### config.mk
export PLATFORM = sky130hd
export DESIGN_NAME = lctp_top
export DESIGN_NICKNAME = d
export VERILOG_FILES = /design/src/common/lctp_pkg.sv /design/src/hdl/lctp_top.sv /design/src/hdl/lctp_counter.sv
export SDC_FILE = /design/constraint.sdc
export NUM_CORES = 1
export LEC_CHECK = 0
export BUFFER_PORTS_ARGS = -buffer_cell sky130_fd_sc_hd__buf_2
export CAP_MARGIN = 10
export CORE_MARGIN = 2
export CORE_UTILIZATION = 53
export CTS_CLUSTER_DIAMETER = 80
export CTS_CLUSTER_SIZE = 24
export DETAILED_ROUTE_END_ITERATION = 6
export MAX_ROUTING_LAYER = met4
export PLACE_DENSITY = 0.8
export SYNTH_ARGS = -nofsm -noshare
export SYNTH_HDL_FRONTEND = slang
export SYNTH_SLANG_ARGS = --single-unit
### constraint.sdc
create_clock -name aclk -period 2.1 [get_ports aclk]
set_input_delay 0 -clock aclk [delete_from_list [all_inputs] [get_ports aclk]]
set_output_delay 0 -clock aclk [all_outputs]
set_load 0.03 [all_outputs]
### src/common/lctp_pkg.sv
// Shared constants, types and command encodings for the LCD clock, timing and power block.
package lctp_pkg;

  // Register byte offsets on the AXI4-Lite bus.
  localparam logic [7:0] REG_CMD = 8'h00;
  localparam logic [7:0] REG_CTRL = 8'h04;
  localparam logic [7:0] REG_INV = 8'h08;
  localparam logic [7:0] REG_POWER = 8'h0c;
  localparam logic [7:0] REG_RATIO = 8'h10;
  localparam logic [7:0] REG_VOLUME = 8'h14;
  localparam logic [7:0] REG_STATUS = 8'h18;

  // Field positions.
  localparam int CTRL_PSAVE_BIT = 0;
  localparam int CTRL_RESET_BIT = 1;
  localparam int INV_EN_BIT = 7;
  localparam int ST_ALT_BIT = 8;
  localparam int ST_PSAVE_BIT = 9;
  localparam int ST_SRC_LSB = 10;
  localparam int ST_EXTDIV_BIT = 13;

  // Command byte patterns.
  localparam logic [7:0] CMD_VOL_MASK = 8'he0;
  localparam logic [7:0] CMD_VOL_VAL = 8'h80;
  localparam logic [7:0] CMD_GRP_MASK = 8'hf8;
  localparam logic [7:0] CMD_RATIO_VAL = 8'h20;
  localparam logic [7:0] CMD_POWER_VAL = 8'h28;
  localparam logic [7:0] CMD_RESET = 8'he2;

  // Values after reset and special codes.
  localparam logic [2:0] POWER_RST = 3'h0;
  localparam logic [2:0] RATIO_RST = 3'h0;
  localparam logic [2:0] RATIO_EXT = 3'h7;
  localparam logic [4:0] VOLUME_RST = 5'h10;
  localparam logic [4:0] VOLUME_MAX = 5'h1f;
  localparam logic [5:0] INV_K_RST = 6'h00;

  // Cycle counts.
  localparam logic [15:0] OSC_DIV_DEFAULT = 16'h03e8;
  localparam logic [11:0] EXT_TIMEOUT = 12'h800;
  localparam logic [5:0] EXT_TPL = 6'h10;
  localparam logic [5:0] INT_TPL_9 = 6'h20;
  localparam logic [5:0] INT_TPL_17 = 6'h10;
  localparam logic [5:0] INT_TPL_33 = 6'h08;

  // Display clock source, one-hot.
  typedef enum logic [2:0] {
    SRC_OFF = 3'b001,
    SRC_INT = 3'b010,
    SRC_EXT = 3'b100
  } lctp_src_t;

  // Drive level codes for segment and common outputs.
  localparam logic [2:0] LV_VSS = 3'h0;
  localparam logic [2:0] LV_V4 = 3'h1;
  localparam logic [2:0] LV_V3 = 3'h2;
  localparam logic [2:0] LV_V2 = 3'h3;
  localparam logic [2:0] LV_V1 = 3'h4;
  localparam logic [2:0] LV_V0 = 3'h5;

  typedef struct packed {
    logic booster;
    logic regulator;
    logic follower;
  } lctp_power_t;

  typedef struct packed {
    logic line_latch;
    logic frame_start;
    logic alt;
    logic [5:0] line;
  } lctp_timing_t;

  // Display clock ticks per line with the internal source, by duty.
  function automatic logic [5:0] lctp_int_tpl(input int duty);
    case (duty)
      9: lctp_int_tpl = INT_TPL_9;
      33: lctp_int_tpl = INT_TPL_33;
      default: lctp_int_tpl = INT_TPL_17;
    endcase
  endfunction

endpackage

### src/hdl/lctp_top.sv
// Display clock selection, frame timing, alternating drive and power control settings.
module lctp_top
  import lctp_pkg::*;
#(
  parameter int DUTY = 17,
  parameter logic [15:0] OSC_DIV = OSC_DIV_DEFAULT
) (
  // Clock and reset.
  input wire logic aclk,
  input wire logic aresetn,
  // Device pins.
  input wire logic reset_pin_n,
  input wire logic display_clock_pin,
  input wire logic pixel_bit,
  // AXI4-Lite write address.
  input wire logic s_axi_awvalid,
  output logic s_axi_awready,
  input wire logic [7:0] s_axi_awaddr,
  input wire logic [2:0] s_axi_awprot,
  // AXI4-Lite write data.
  input wire logic s_axi_wvalid,
  output logic s_axi_wready,
  input wire logic [31:0] s_axi_wdata,
  input wire logic [3:0] s_axi_wstrb,
  // AXI4-Lite write response.
  output logic s_axi_bvalid,
  input wire logic s_axi_bready,
  output logic [1:0] s_axi_bresp,
  // AXI4-Lite read address.
  input wire logic s_axi_arvalid,
  output logic s_axi_arready,
  input wire logic [7:0] s_axi_araddr,
  input wire logic [2:0] s_axi_arprot,
  // AXI4-Lite read data.
  output logic s_axi_rvalid,
  input wire logic s_axi_rready,
  output logic [31:0] s_axi_rdata,
  output logic [1:0] s_axi_rresp,
  // Power circuit controls.
  output lctp_power_t power_en,
  output logic [2:0] ratio_code,
  output logic divider_external,
  output logic [4:0] volume_offset,
  output logic power_save,
  // Timing and drive levels.
  output lctp_timing_t timing,
  output logic [2:0] segment_output,
  output logic [2:0] common_selected,
  output logic [2:0] common_unselected
);

  localparam logic [5:0] INT_LIMIT = lctp_int_tpl(DUTY) - 6'h01;
  localparam logic [5:0] EXT_LIMIT = EXT_TPL - 6'h01;
  localparam logic [5:0] LINE_LIMIT = 6'(DUTY - 1);
  localparam logic [1:0] RESP_OKAY = 2'b00;
  localparam logic [1:0] RESP_SLVERR = 2'b10;

  logic aw_held;
  logic w_held;
  logic [7:0] wr_addr;
  logic [31:0] wr_data;
  logic [3:0] wr_strb;
  logic wr_fire;
  logic wr_byte;
  logic soft_rst;
  logic do_reset;
  logic [2:0] power;
  logic [2:0] ratio;
  logic [4:0] volume;
  logic inv_en;
  logic [5:0] inv_k;
  logic pin_q;
  logic [11:0] ext_cnt;
  lctp_src_t clk_src;
  logic [15:0] osc_cnt;
  logic disp_tick;
  logic [5:0] tick_limit;
  logic [5:0] tick_cnt;
  logic tick_wrap;
  logic [5:0] line_cnt;
  logic line_wrap;
  logic [5:0] inv_cnt;
  logic inv_wrap;
  logic alt;
  logic drive_off;
  logic [31:0] rd_mux;
  logic rd_ok;
  logic wr_ok;

  // Write channel: address and data are taken in either order.
  assign wr_fire = aw_held && w_held;
  assign wr_byte = wr_fire && wr_strb[0];
  assign wr_ok = (wr_addr == REG_CMD) || (wr_addr == REG_CTRL) || (wr_addr == REG_INV)
    || (wr_addr == REG_POWER) || (wr_addr == REG_RATIO) || (wr_addr == REG_VOLUME)
    || (wr_addr == REG_STATUS);

  always_ff @(posedge aclk) begin
    if (!aresetn) begin
      aw_held <= 1'b0;
      w_held <= 1'b0;
      s_axi_awready <= 1'b1;
      s_axi_wready <= 1'b1;
      s_axi_bvalid <= 1'b0;
      s_axi_bresp <= RESP_OKAY;
      wr_addr <= 8'h00;
      wr_data <= 32'h00000000;
      wr_strb <= 4'h0;
    end else begin
      if (s_axi_awvalid && s_axi_awready) begin
        aw_held <= 1'b1;
        s_axi_awready <= 1'b0;
        wr_addr <= s_axi_awaddr;
      end
      if (s_axi_wvalid && s_axi_wready) begin
        w_held <= 1'b1;
        s_axi_wready <= 1'b0;
        wr_data <= s_axi_wdata;
        wr_strb <= s_axi_wstrb;
      end
      if (wr_fire) begin
        aw_held <= 1'b0;
        w_held <= 1'b0;
        s_axi_bvalid <= 1'b1;
        s_axi_bresp <= wr_ok ? RESP_OKAY : RESP_SLVERR;
      end else if (s_axi_bvalid && s_axi_bready) begin
        s_axi_bvalid <= 1'b0;
        s_axi_awready <= 1'b1;
        s_axi_wready <= 1'b1;
      end
    end
  end

  // Read channel: the answer follows the address by one cycle.
  always_comb begin
    rd_mux = 32'h00000000;
    rd_ok = 1'b1;
    if (s_axi_araddr == REG_CMD) begin
      rd_mux = 32'h00000000;
    end else if (s_axi_araddr == REG_CTRL) begin
      rd_mux[CTRL_PSAVE_BIT] = power_save;
    end else if (s_axi_araddr == REG_INV) begin
      rd_mux[5:0] = inv_k;
      rd_mux[INV_EN_BIT] = inv_en;
    end else if (s_axi_araddr == REG_POWER) begin
      rd_mux[2:0] = power;
    end else if (s_axi_araddr == REG_RATIO) begin
      rd_mux[2:0] = ratio;
    end else if (s_axi_araddr == REG_VOLUME) begin
      rd_mux[4:0] = volume;
    end else if (s_axi_araddr == REG_STATUS) begin
      rd_mux[5:0] = line_cnt;
      rd_mux[ST_ALT_BIT] = alt;
      rd_mux[ST_PSAVE_BIT] = power_save;
      rd_mux[ST_SRC_LSB +: 3] = clk_src;
      rd_mux[ST_EXTDIV_BIT] = divider_external;
    end else begin
      rd_ok = 1'b0;
    end
  end

  always_ff @(posedge aclk) begin
    if (!aresetn) begin
      s_axi_arready <= 1'b1;
      s_axi_rvalid <= 1'b0;
      s_axi_rdata <= 32'h00000000;
      s_axi_rresp <= RESP_OKAY;
    end else if (s_axi_arvalid && s_axi_arready) begin
      s_axi_arready <= 1'b0;
      s_axi_rvalid <= 1'b1;
      s_axi_rdata <= rd_mux;
      s_axi_rresp <= rd_ok ? RESP_OKAY : RESP_SLVERR;
    end else if (s_axi_rvalid && s_axi_rready) begin
      s_axi_rvalid <= 1'b0;
      s_axi_arready <= 1'b1;
    end
  end

  // Reset command and control bit give a one-cycle internal reset, like the pin.
  always_ff @(posedge aclk) begin
    if (!aresetn) begin
      soft_rst <= 1'b0;
    end else begin
      soft_rst <= wr_byte && (((wr_addr == REG_CMD) && (wr_data[7:0] == CMD_RESET))
        || ((wr_addr == REG_CTRL) && wr_data[CTRL_RESET_BIT]));
    end
  end

  assign do_reset = !reset_pin_n || soft_rst;

  // Settings written through command bytes and the control registers.
  always_ff @(posedge aclk) begin
    if (!aresetn || do_reset) begin
      power_save <= 1'b1;
      power <= POWER_RST;
      ratio <= RATIO_RST;
      volume <= VOLUME_RST;
      inv_en <= 1'b0;
      inv_k <= INV_K_RST;
    end else if (wr_byte) begin
      if (wr_addr == REG_CMD) begin
        if ((wr_data[7:0] & CMD_VOL_MASK) == CMD_VOL_VAL) begin
          volume <= wr_data[4:0];
        end else if ((wr_data[7:0] & CMD_GRP_MASK) == CMD_RATIO_VAL) begin
          ratio <= wr_data[2:0];
        end else if ((wr_data[7:0] & CMD_GRP_MASK) == CMD_POWER_VAL) begin
          power <= wr_data[2:0];
        end
      end else if (wr_addr == REG_CTRL) begin
        power_save <= wr_data[CTRL_PSAVE_BIT];
      end else if (wr_addr == REG_INV) begin
        inv_k <= wr_data[5:0];
        inv_en <= wr_data[INV_EN_BIT];
      end
    end
  end

  // Power circuit outputs; power save holds every circuit off.
  // Illegal power combinations are passed through unchanged; software must avoid them.
  always_ff @(posedge aclk) begin
    if (!aresetn) begin
      power_en <= '0;
      ratio_code <= RATIO_RST;
      divider_external <= 1'b0;
      volume_offset <= VOLUME_MAX - VOLUME_RST;
    end else begin
      power_en.booster <= power[2] && !power_save;
      power_en.regulator <= power[1] && !power_save;
      power_en.follower <= power[0] && !power_save;
      ratio_code <= ratio;
      divider_external <= (ratio == RATIO_EXT);
      volume_offset <= VOLUME_MAX - volume;
    end
  end

  // Clock source: a rising pin edge marks an external clock for a while.
  // A steady high pin only reads as internal after the timeout has run out.
  always_ff @(posedge aclk) begin
    if (!aresetn) begin
      pin_q <= 1'b0;
      ext_cnt <= 12'h000;
      clk_src <= SRC_OFF;
    end else begin
      pin_q <= display_clock_pin;
      if (display_clock_pin && !pin_q) begin
        ext_cnt <= EXT_TIMEOUT;
      end else if (ext_cnt != 12'h000) begin
        ext_cnt <= ext_cnt - 12'h001;
      end
      if (power_save) begin
        clk_src <= SRC_OFF;
      end else if (ext_cnt != 12'h000) begin
        clk_src <= SRC_EXT;
      end else if (display_clock_pin) begin
        clk_src <= SRC_INT;
      end else begin
        clk_src <= SRC_OFF;
      end
    end
  end

  // Display clock ticks: oscillator model or external pin edges.
  always_ff @(posedge aclk) begin
    if (!aresetn) begin
      osc_cnt <= 16'h0000;
      disp_tick <= 1'b0;
    end else begin
      case (clk_src)
        SRC_INT: begin
          disp_tick <= (osc_cnt == OSC_DIV - 16'h0001);
          osc_cnt <= (osc_cnt == OSC_DIV - 16'h0001) ? 16'h0000 : osc_cnt + 16'h0001;
        end
        SRC_EXT: begin
          disp_tick <= display_clock_pin && !pin_q;
          osc_cnt <= 16'h0000;
        end
        default: begin
          disp_tick <= 1'b0;
          osc_cnt <= 16'h0000;
        end
      endcase
    end
  end

  // Ticks per line depend on the duty and on the source.
  assign tick_limit = (clk_src == SRC_EXT) ? EXT_LIMIT : INT_LIMIT;

  lctp_counter #(.W(6)) u_tick (
    .aclk(aclk),
    .aresetn(aresetn),
    .clr(clk_src == SRC_OFF),
    .inc(disp_tick),
    .limit(tick_limit),
    .count(tick_cnt),
    .wrap(tick_wrap)
  );

  lctp_counter #(.W(6)) u_line (
    .aclk(aclk),
    .aresetn(aresetn),
    .clr(clk_src == SRC_OFF),
    .inc(tick_wrap),
    .limit(LINE_LIMIT),
    .count(line_cnt),
    .wrap(line_wrap)
  );

  lctp_counter #(.W(6)) u_inv (
    .aclk(aclk),
    .aresetn(aresetn),
    .clr(!inv_en),
    .inc(tick_wrap && inv_en),
    .limit(inv_k),
    .count(inv_cnt),
    .wrap(inv_wrap)
  );

  // Alternating signal: per frame, or every k+1 lines when inversion is on.
  always_ff @(posedge aclk) begin
    if (!aresetn) begin
      alt <= 1'b0;
    end else if (inv_en) begin
      if (inv_wrap) begin
        alt <= !alt;
      end
    end else if (line_wrap) begin
      alt <= !alt;
    end
  end

  // Line latch and frame strobes come straight from the dividers.
  always_ff @(posedge aclk) begin
    if (!aresetn) begin
      timing <= '0;
    end else begin
      timing.line_latch <= tick_wrap;
      timing.frame_start <= line_wrap;
      timing.alt <= alt;
      timing.line <= line_cnt;
    end
  end

  // Drive levels; all outputs sit at the ground level while the clock is off.
  assign drive_off = power_save || (clk_src == SRC_OFF);

  always_ff @(posedge aclk) begin
    if (!aresetn) begin
      segment_output <= LV_VSS;
      common_selected <= LV_VSS;
      common_unselected <= LV_VSS;
    end else if (drive_off) begin
      segment_output <= LV_VSS;
      common_selected <= LV_VSS;
      common_unselected <= LV_VSS;
    end else begin
      segment_output <= pixel_bit ? (alt ? LV_VSS : LV_V0) : (alt ? LV_V2 : LV_V3);
      common_selected <= alt ? LV_V0 : LV_VSS;
      common_unselected <= alt ? LV_V4 : LV_V1;
    end
  end

  AST_INT_NEEDS_PIN: assert property (@(posedge aclk) disable iff (!aresetn)
    clk_src == SRC_INT |-> $past(display_clock_pin) && !$past(power_save))
    else $error("Internal source without high pin or while saving power.");

  AST_LOW_PIN_STOPS: assert property (@(posedge aclk) disable iff (!aresetn)
    (!display_clock_pin && ext_cnt == 12'h000) [*2] |=> !disp_tick && clk_src != SRC_INT)
    else $error("Display clock still running with the pin held low.");

  AST_LINE_DIVIDE: assert property (@(posedge aclk) disable iff (!aresetn)
    tick_wrap |-> tick_cnt == ((clk_src == SRC_EXT) ? EXT_LIMIT : INT_LIMIT))
    else $error("Line ended after the wrong number of display clocks.");

  AST_FRAME_LINES: assert property (@(posedge aclk) disable iff (!aresetn)
    line_wrap |-> line_cnt == LINE_LIMIT ##1 timing.frame_start)
    else $error("Frame length differs from the duty.");

  AST_DUAL_FRAME: assert property (@(posedge aclk) disable iff (!aresetn)
    !inv_en && line_wrap |=> alt != $past(alt))
    else $error("Alternating signal missed its frame toggle.");

  AST_NLINE_HOLD: assert property (@(posedge aclk) disable iff (!aresetn)
    inv_en && !inv_wrap |=> $stable(alt))
    else $error("Alternating signal toggled between inversion points.");

  AST_POWER_BITS: assert property (@(posedge aclk) disable iff (!aresetn)
    ##1 power_en == ({3{!$past(power_save)}} & $past(power)))
    else $error("Power enables do not follow the power bits.");

  AST_VOLUME_OFFSET: assert property (@(posedge aclk) disable iff (!aresetn)
    ##1 volume_offset == VOLUME_MAX - $past(volume))
    else $error("Volume offset is not 31 minus the contrast code.");

  AST_EXT_DIVIDER: assert property (@(posedge aclk) disable iff (!aresetn)
    ##1 divider_external == ($past(ratio) == RATIO_EXT))
    else $error("External divider flag wrong for the ratio code.");

  AST_VOLUME_CMD: assert property (@(posedge aclk) disable iff (!aresetn)
    wr_byte && !do_reset && wr_addr == REG_CMD && wr_data[7:5] == 3'h4
    |=> volume == $past(wr_data[4:0]))
    else $error("Contrast command did not load the low five bits.");

  AST_RESET_STATE: assert property (@(posedge aclk) disable iff (!aresetn)
    do_reset |=> power_save && power == POWER_RST && ratio == RATIO_RST
      && volume == VOLUME_RST ##1 clk_src == SRC_OFF)
    else $error("Reset did not restore power save and default settings.");

endmodule

### src/hdl/lctp_counter.sv
// Wrapping counter with a programmable limit, used for the timing dividers.
module lctp_counter
  import lctp_pkg::*;
#(
  parameter int W = 6
) (
  // Clock and reset.
  input wire logic aclk,
  input wire logic aresetn,
  // Control.
  input wire logic clr,
  input wire logic inc,
  input wire logic [W-1:0] limit,
  // Status.
  output logic [W-1:0] count,
  output logic wrap
);

  // Greater-or-equal so that a limit lowered mid-count still wraps at once.
  assign wrap = inc && (count >= limit);

  always_ff @(posedge aclk) begin
    if (!aresetn || clr) begin
      count <= '0;
    end else if (wrap) begin
      count <= '0;
    end else if (inc) begin
      count <= count + {{(W-1){1'b0}}, 1'b1};
    end
  end

endmodule

# Yosys cells after proc, flatten, opt, wreduce, memory -nomap -nowiden
# Cells that the tools add are included.
[op_classes]
order_cmp = 3
multipliers = 0
n_eq_ne = 22
n_div = 0
mux = 53
n_reduce_logical = 58
bitwise_logic = 6
shifts = 0
addsub = 6
[ops]
columns = ["operator", "n"]
rows = [
  ["$eq 8x5->1 const B", 6],
  ["$mux 6", 8],
  ["$eq 8x4->1 const B", 4],
  ["$mux 3", 9],
  ["$mux 1", 26],
  ["$mux 12", 2],
  ["$add 6x1->6 const B", 3],
  ["$logic_and 1x1->1", 18],
  ["$add 16x1->16 const B", 1],
  ["$eq 16x10->1 const B", 1],
  ["$eq 8x3->1 const B", 2],
  ["$logic_not 8->1", 2],
  ["$mux 7", 2],
  ["$reduce_or 2->1", 7],
  ["$logic_or 1x1->1", 12],
  ["$reduce_bool 12->1", 1],
  ["$sub 12x1->12 const B", 1],
  ["$eq 5x3->1 const B", 2],
  ["$mux 5", 2],
  ["$eq 3x3->1 const B", 3],
  ["$eq 8x8->1 const B", 1],
  ["$reduce_and 4->1", 2],
  ["$reduce_bool 2->1", 4],
  ["$ge 6x4->1 const B", 1],
  ["other kinds (14)", 28],
]
[word_totals]
ff_bits = 143
mem_count = 0
ramBits = 0
output_inout_bits = 72
word_cells = 192
latchBits = 0
mem_bits_ro = 0
in_bits = 68

# Longest topological paths before layout
[depth]
depth_word = 9
ltp_mapped = 8
depth_no_buf = 7

# Cells and area by module
# Synthesis repeated with hierarchy kept, for this count alone.
[unflattened]
hier_cells = 695
hier_area_um2 = 6228.5
[by_module_without_submodules]
columns = ["mod", "n_inst", "seq_area_each_um2", "cells_each", "area_per_inst_um2"]
rows = [
  ["lctp_top", 1, 2382.3, 557, 4918.5],
  ["lctp_counter", 3, 120.1, 46, 436.7],
]

# Worst setup path after synthesis
# OpenSTA, ideal clock, no wires.
[synth_path]
path_kind = "register -> register"
from = "register osc_cnt[0]"
to = "register osc_cnt[10]"
setup_slack_ns = 0.366
setup_time_ns = 0.117
period_less_slack_ns = 1.734
path_buffers = 2
stages_incl_launch_ff = 9
t_arrival_ns = 1.616
required_ns = 1.983
cell_sequence = "dfxtp_1 ha_1 and4b_1 nand3_1 nor4_1 or2_2 clkbuf_1 buf_2 nor2_1"
[synth_between]
elab_chain_cells = 2
word_cells_on_any_way = 3
classes_between = "1 x add/sub; 1 x eq/ne; 1 x reduce/logical"
[synth_lines]
columns = ["item", "line", "source"]
rows = [
  ["from (decl)", "lctp_top.sv:75", "logic [15:0] osc_cnt;"],
  ["from (signal assigned)", "lctp_top.sv:270", "osc_cnt <= (osc_cnt == OSC_DIV - 16'h0001) ? 16'h0000 : osc_cnt + 16'h0001;"],
  ["parallel branches: the longest is 2 deep, another holds $add 16x1->16", "n/a", ""],
]
# Several ways; the timed one is not identified.
# A chain may end at the register's enable or synchronous reset.

# Final worst setup path
[layout_path]
from = "register wr_addr[1]"
to = "register inv_k[1]"
[layout_between]
elab_chain_cells = 3
word_cells_on_any_way = 6
classes_between = "2 x eq/ne; 2 x bitwise; 2 x reduce/logical"
[layout_lines]
columns = ["item", "line", "source"]
rows = [
  ["from (decl)", "lctp_top.sv:60", "logic [7:0] wr_addr;"],
  ["from (signal assigned)", "lctp_top.sv:112", "wr_addr <= s_axi_awaddr;"],
  ["$eq 8x3->1 / $logic_not 8->1 (equally long branches)", "lctp_top.sv:208, lctp_top.sv:200", ""],
  ["$not 1->1 (no source line)", "n/a", ""],
  ["$reduce_and 4->1 (no source line) (*)", "n/a", ""],
  ["to (signal assigned)", "lctp_top.sv:211", "inv_k <= wr_data[5:0];"],
  ["to (decl)", "lctp_top.sv:71", "logic [5:0] inv_k;"],
]
# Every way passes the cells marked *; elsewhere a longest branch is shown, timed or not.

==> impl_metrics.prom <==
# TYPE chip_impl_metric gauge
chip_impl_info{name="outcome",value="complete, no violations"} 1
chip_impl_metric{name="antenna_left",unit=""} 0
chip_impl_metric{name="layout-area-overhead-vs-synth",unit="%"} 27.25
chip_impl_info{name="min_delay_worst_type",value="in -> reg"} 1
chip_impl_info{name="grt_setup_unrepaired",value="no"} 1
chip_impl_metric{name="synth.top_cell.area_share",unit="%"} 49.05
chip_impl_metric{name="synthesis.instances",unit=""} 616
chip_impl_metric{name="syn-cell-area",unit="µm²"} 5592
chip_impl_metric{name="r2r_slack",unit="ps"} 170
chip_impl_info{name="synth.most_common_cell",value="dfxtp_1"} 1
chip_impl_metric{name="ports",unit=""} 140
chip_impl_metric{name="cp.required",unit="ps"} 2500
chip_impl_info{name="endpoint_kind",value="flop"} 1
chip_impl_metric{name="synth_enable_flop_cells",unit=""} 0
chip_impl_info{name="worst_setup_path_start_kind",value="flop"} 1
chip_impl_metric{name="worstPathMaxFanout",unit=""} 7
chip_impl_metric{name="finalSetupViolCount",unit=""} 0
chip_impl_metric{name="smallest_setup_slack_after_layout",unit="ps"} 168.1
chip_impl_metric{name="min_period",unit="ps"} 1932
chip_impl_metric{name="fin_util",unit="%"} 69.24
chip_impl_metric{name="cts-htree-levels",unit=""} 4
chip_impl_metric{name="synthArstFlopShare",unit="%"} 0
chip_impl_metric{name="syn_area_per_cell",unit="µm²"} 9.077
chip_impl_metric{name="initial_core_util",unit="%"} 54.41
chip_impl_metric{name="route.detailed.wl_per_inst",unit="µm"} 14.93
chip_impl_metric{name="std_cell_rows",unit=""} 37
chip_impl_metric{name="hpwl",unit="mm"} 8.610
chip_impl_metric{name="die_width",unit="µm"} 106.7
chip_impl_metric{name="yosysUniqueCellTypes",unit=""} 55
chip_impl_info{name="synth.cells.most_frequent",value="137 x dfxtp_1, 92 x nor2_1, 58 x nand2_1, 32 x a21oi_1, 30 x nand3_1"} 1
chip_impl_info{name="synth_top_cell_by_area",value="dfxtp_1"} 1
chip_impl_info{name="postSynth.topFlopCell",value="dfxtp_1"} 1
chip_impl_info{name="cp_cell_sequence",value="or4_4 -> nor2_1 -> nand4_2 -> mux2i_1 -> nor2_1"} 1
chip_impl_metric{name="internal_power",unit="µW"} 5221
chip_impl_metric{name="achievable-frequency",unit="MHz"} 517.6
chip_impl_metric{name="initialDrtViolationCount",unit=""} 299
chip_impl_metric{name="ffs_latches_synth",unit=""} 137
chip_impl_metric{name="num_antenna_cells",unit=""} 0
chip_impl_metric{name="clock_latency",unit="ps"} 530
chip_impl_metric{name="timing_max_transition_violations_final",unit=""} 0
chip_impl_metric{name="drive_gt1_share",unit="%"} 17.70
chip_impl_metric{name="comb_power_share",unit="%"} 14.9
chip_impl_metric{name="detail_route.vias_per_cell",unit=""} 5.333
chip_impl_metric{name="post_route_fraction_of_the_period_consumed_by_the_critical_path",unit="%"} 91.99
chip_impl_metric{name="port_buffers",unit=""} 83
chip_impl_metric{name="power_frac_seq",unit="%"} 40.1
chip_impl_metric{name="synth-seq-area-share",unit="%"} 49.05
chip_impl_metric{name="wirelength",unit="mm"} 13.33
chip_impl_info{name="path_class",value="reg -> reg"} 1
chip_impl_metric{name="route.vias.total",unit=""} 4762
chip_impl_info{name="crit_family",value="simple AND/OR/NAND/NOR gates"} 1
chip_impl_metric{name="finalNetCount",unit=""} 824
chip_impl_metric{name="gp_congestion",unit=""} 0.8441
chip_impl_metric{name="critical_path_at",unit="ps"} 2330
chip_impl_metric{name="filler_cell_count",unit=""} 786
chip_impl_metric{name="power.density_cell_area",unit="nW/µm²"} 990.9
chip_impl_metric{name="power_spent_charging_and_discharging_nets",unit="µW"} 1829
chip_impl_metric{name="grt_first_pass_wirelength",unit="mm"} 21.71
chip_impl_metric{name="placeable_area",unit="µm²"} 10280
chip_impl_metric{name="worst-slew-pin-transition",unit="ps"} 645.2
chip_impl_metric{name="overall_fraction_of_global_route_tracks_in_use",unit="%"} 24.80
chip_impl_info{name="cp_slowest_cell",value="or4_4"} 1
chip_impl_metric{name="ctsLongestPathBuffers",unit=""} 2
chip_impl_metric{name="max_stage_delay",unit="ps"} 560
chip_impl_metric{name="height_of_the_chip",unit="µm"} 106.7
chip_impl_info{name="synthTopCellsByArea",value="dfxtp_1 49%, nor2_1 6.2%, mux2i_1 4.3%"} 1
chip_impl_metric{name="static-leakage-power",unit="µW"} 0.003076
chip_impl_metric{name="max-cap-violations",unit=""} 0
chip_impl_metric{name="sw_frac_of_total",unit="%"} 25.94
chip_impl_metric{name="dp_worst_setup_slack",unit="ps"} 260.3
chip_impl_metric{name="ir_drop",unit="mV"} 0.6729
chip_impl_metric{name="residual_drc",unit=""} 0
chip_impl_metric{name="grt_overflow_total",unit=""} 0
chip_impl_metric{name="critPathBufInv",unit=""} 0
chip_impl_info{name="tritoncts",value="built"} 1
chip_impl_info{name="critical-path-top-cell-by-count",value="nor2_1"} 1
chip_impl_metric{name="dieArea",unit="µm²"} 11390
chip_impl_metric{name="clock-skew-final",unit="ps"} 8.725
chip_impl_metric{name="cts_clk_pin_slew_worst_paths",unit="ps"} 60
chip_impl_metric{name="tritoncts.num_buffers",unit=""} 17
chip_impl_metric{name="antenna_violations_before_repair",unit=""} 0
chip_impl_metric{name="clock_power_share",unit="%"} 44.9
chip_impl_metric{name="post_route_setup_tns",unit="ps"} 0
chip_impl_metric{name="first_pass_iters",unit=""} 5
chip_impl_metric{name="largest_net_degree_at_the_start_of_global_routing",unit=""} 20
chip_impl_metric{name="worst_case_headroom_to_the_max_slew_limit",unit="%"} 56.62
chip_impl_metric{name="hold_viol",unit=""} 0
chip_impl_info{name="clock_tree.root_cell",value="clkbuf_8"} 1
chip_impl_metric{name="number_of_synthesis_warnings",unit=""} 0
chip_impl_metric{name="clock_sink_total",unit=""} 137
chip_impl_metric{name="grt_pass1_vias",unit=""} 4699
sequential cells by signal (all words and copies together) (netlist names), 8 cells and up:
signal	flops
timing	9
osc_cnt	16
ext_cnt	12
wr_addr	8
s_axi_rdata	13
wr_data	8
worst register-to-register path, delay by kind of cell, from the launching register on:
kind	cells	cell delay (ps)
DFF	1	310
muxes	1	330
and+or+nand+nor	4	1170
power by group through the flow:
stage / clock (µW) / combinational [µW] / sequential [µW]
floorplan: 0 / 742 / 2870
detailed placement: 0 / 945 / 2880
CTS: 3200 / 1020 / 2820
global route: 3310 / 1180 / 2840
finish: 3170 / 1050 / 2830
global placement: 0 / 897 / 2870
cells in the final DEF, fill, tap and decap left out, types with 5 or more instances in the layout:
cell type and instances:
dfxtp_1 137, nor2_1 92, buf_2 83, nand2_1 58
dlygate4sd3_1 42, a21oi_1 32, nand3_1 29, mux2i_1 24
conb_1 23, xor2_1 21, inv_1 19, and2_1 18
clkbuf_16 16, o21ai_0 15, xnor2_1 14, ha_1 12
nor3_1 11, and3_1 8, buf_4 8, nand2b_1 7
a22oi_1 6, nor4_1 5, a32o_1 5, bufinv_16 5
metal layers:
layer / up-vias / global-route usage (%) / share of wire [%]
li1: 2311 / - / -
met1: 2250 / 26.54 / 40
met2: 164 / 44.45 / 53
met3: 37 / 5.593 / 4.8
met4: 0 / 9.833 / 2.6
met5: - / - / 0
area by class of cell:
| type | instances | area, µm² | area share, % |
|---|---|---|---|
| well taps | 136 | 170.2 | 2.391 |
| clock inverters | 14 | 221.5 | 3.112 |
| flip-flops and latches | 137 | 2743 | 38.54 |
| repair buffers | 133 | 895.9 | 12.59 |
| clock buffers | 18 | 417.9 | 5.873 |
| inverters | 20 | 75.07 | 1.055 |
| multi-input cells | 435 | 2592 | 36.43 |
cell families after synthesis:
logic type,Yosys count,share of synthesized area [%]
flops,137,49.05
xor+xnor,35,5.482
mux,27,4.900
simple gates,259,22.76
buf+inv,66,6.153
fa+ha+maj,12,2.685
other cells,1,0.06706
compound gates,79,8.906
per-stage QoR:
step | hold WS, ps | total power, µW | cells | cell area (µm²)
2_1_floorplan | 72.38 | 3609 | 638 | 5674
3_5_place_dp | 209.8 | 3826 | 819 | 6051
6_report | 88.96 | 7051 | 893 | 7116
4_1_cts | 44.74 | 7048 | 893 | 7111
3_3_place_gp | 200.5 | 3765 | 819 | 6051
5_1_grt | 140.1 | 7337 | 893 | 7116
final timing paths:
path                                               from                           to  cells past startpoint
worst min register to register   volume[1]$_SDFFE_PP0P_  volume_offset[1]$_SDFF_PN1_                      1
worst max register to register  wr_addr[1]$_SDFFE_PN0P_        inv_k[1]$_SDFFE_PP0P_                      5
worst min-delay path                    s_axi_araddr[7]  s_axi_rdata[3]$_SDFFE_PN0P_                      6
worst max-delay path            wr_addr[1]$_SDFFE_PN0P_        inv_k[1]$_SDFFE_PP0P_                      5
repair_timing:
item | in CTS | in global routing
hold buffers | 42 | 0
gates resized for setup | 0 | 1
endpoints found under the hold margin | 47 | 0
setup buffers | 0 | 0
endpoints found under the setup margin | 0 | 1
Note: power is estimated with default switching activity, not from simulation.
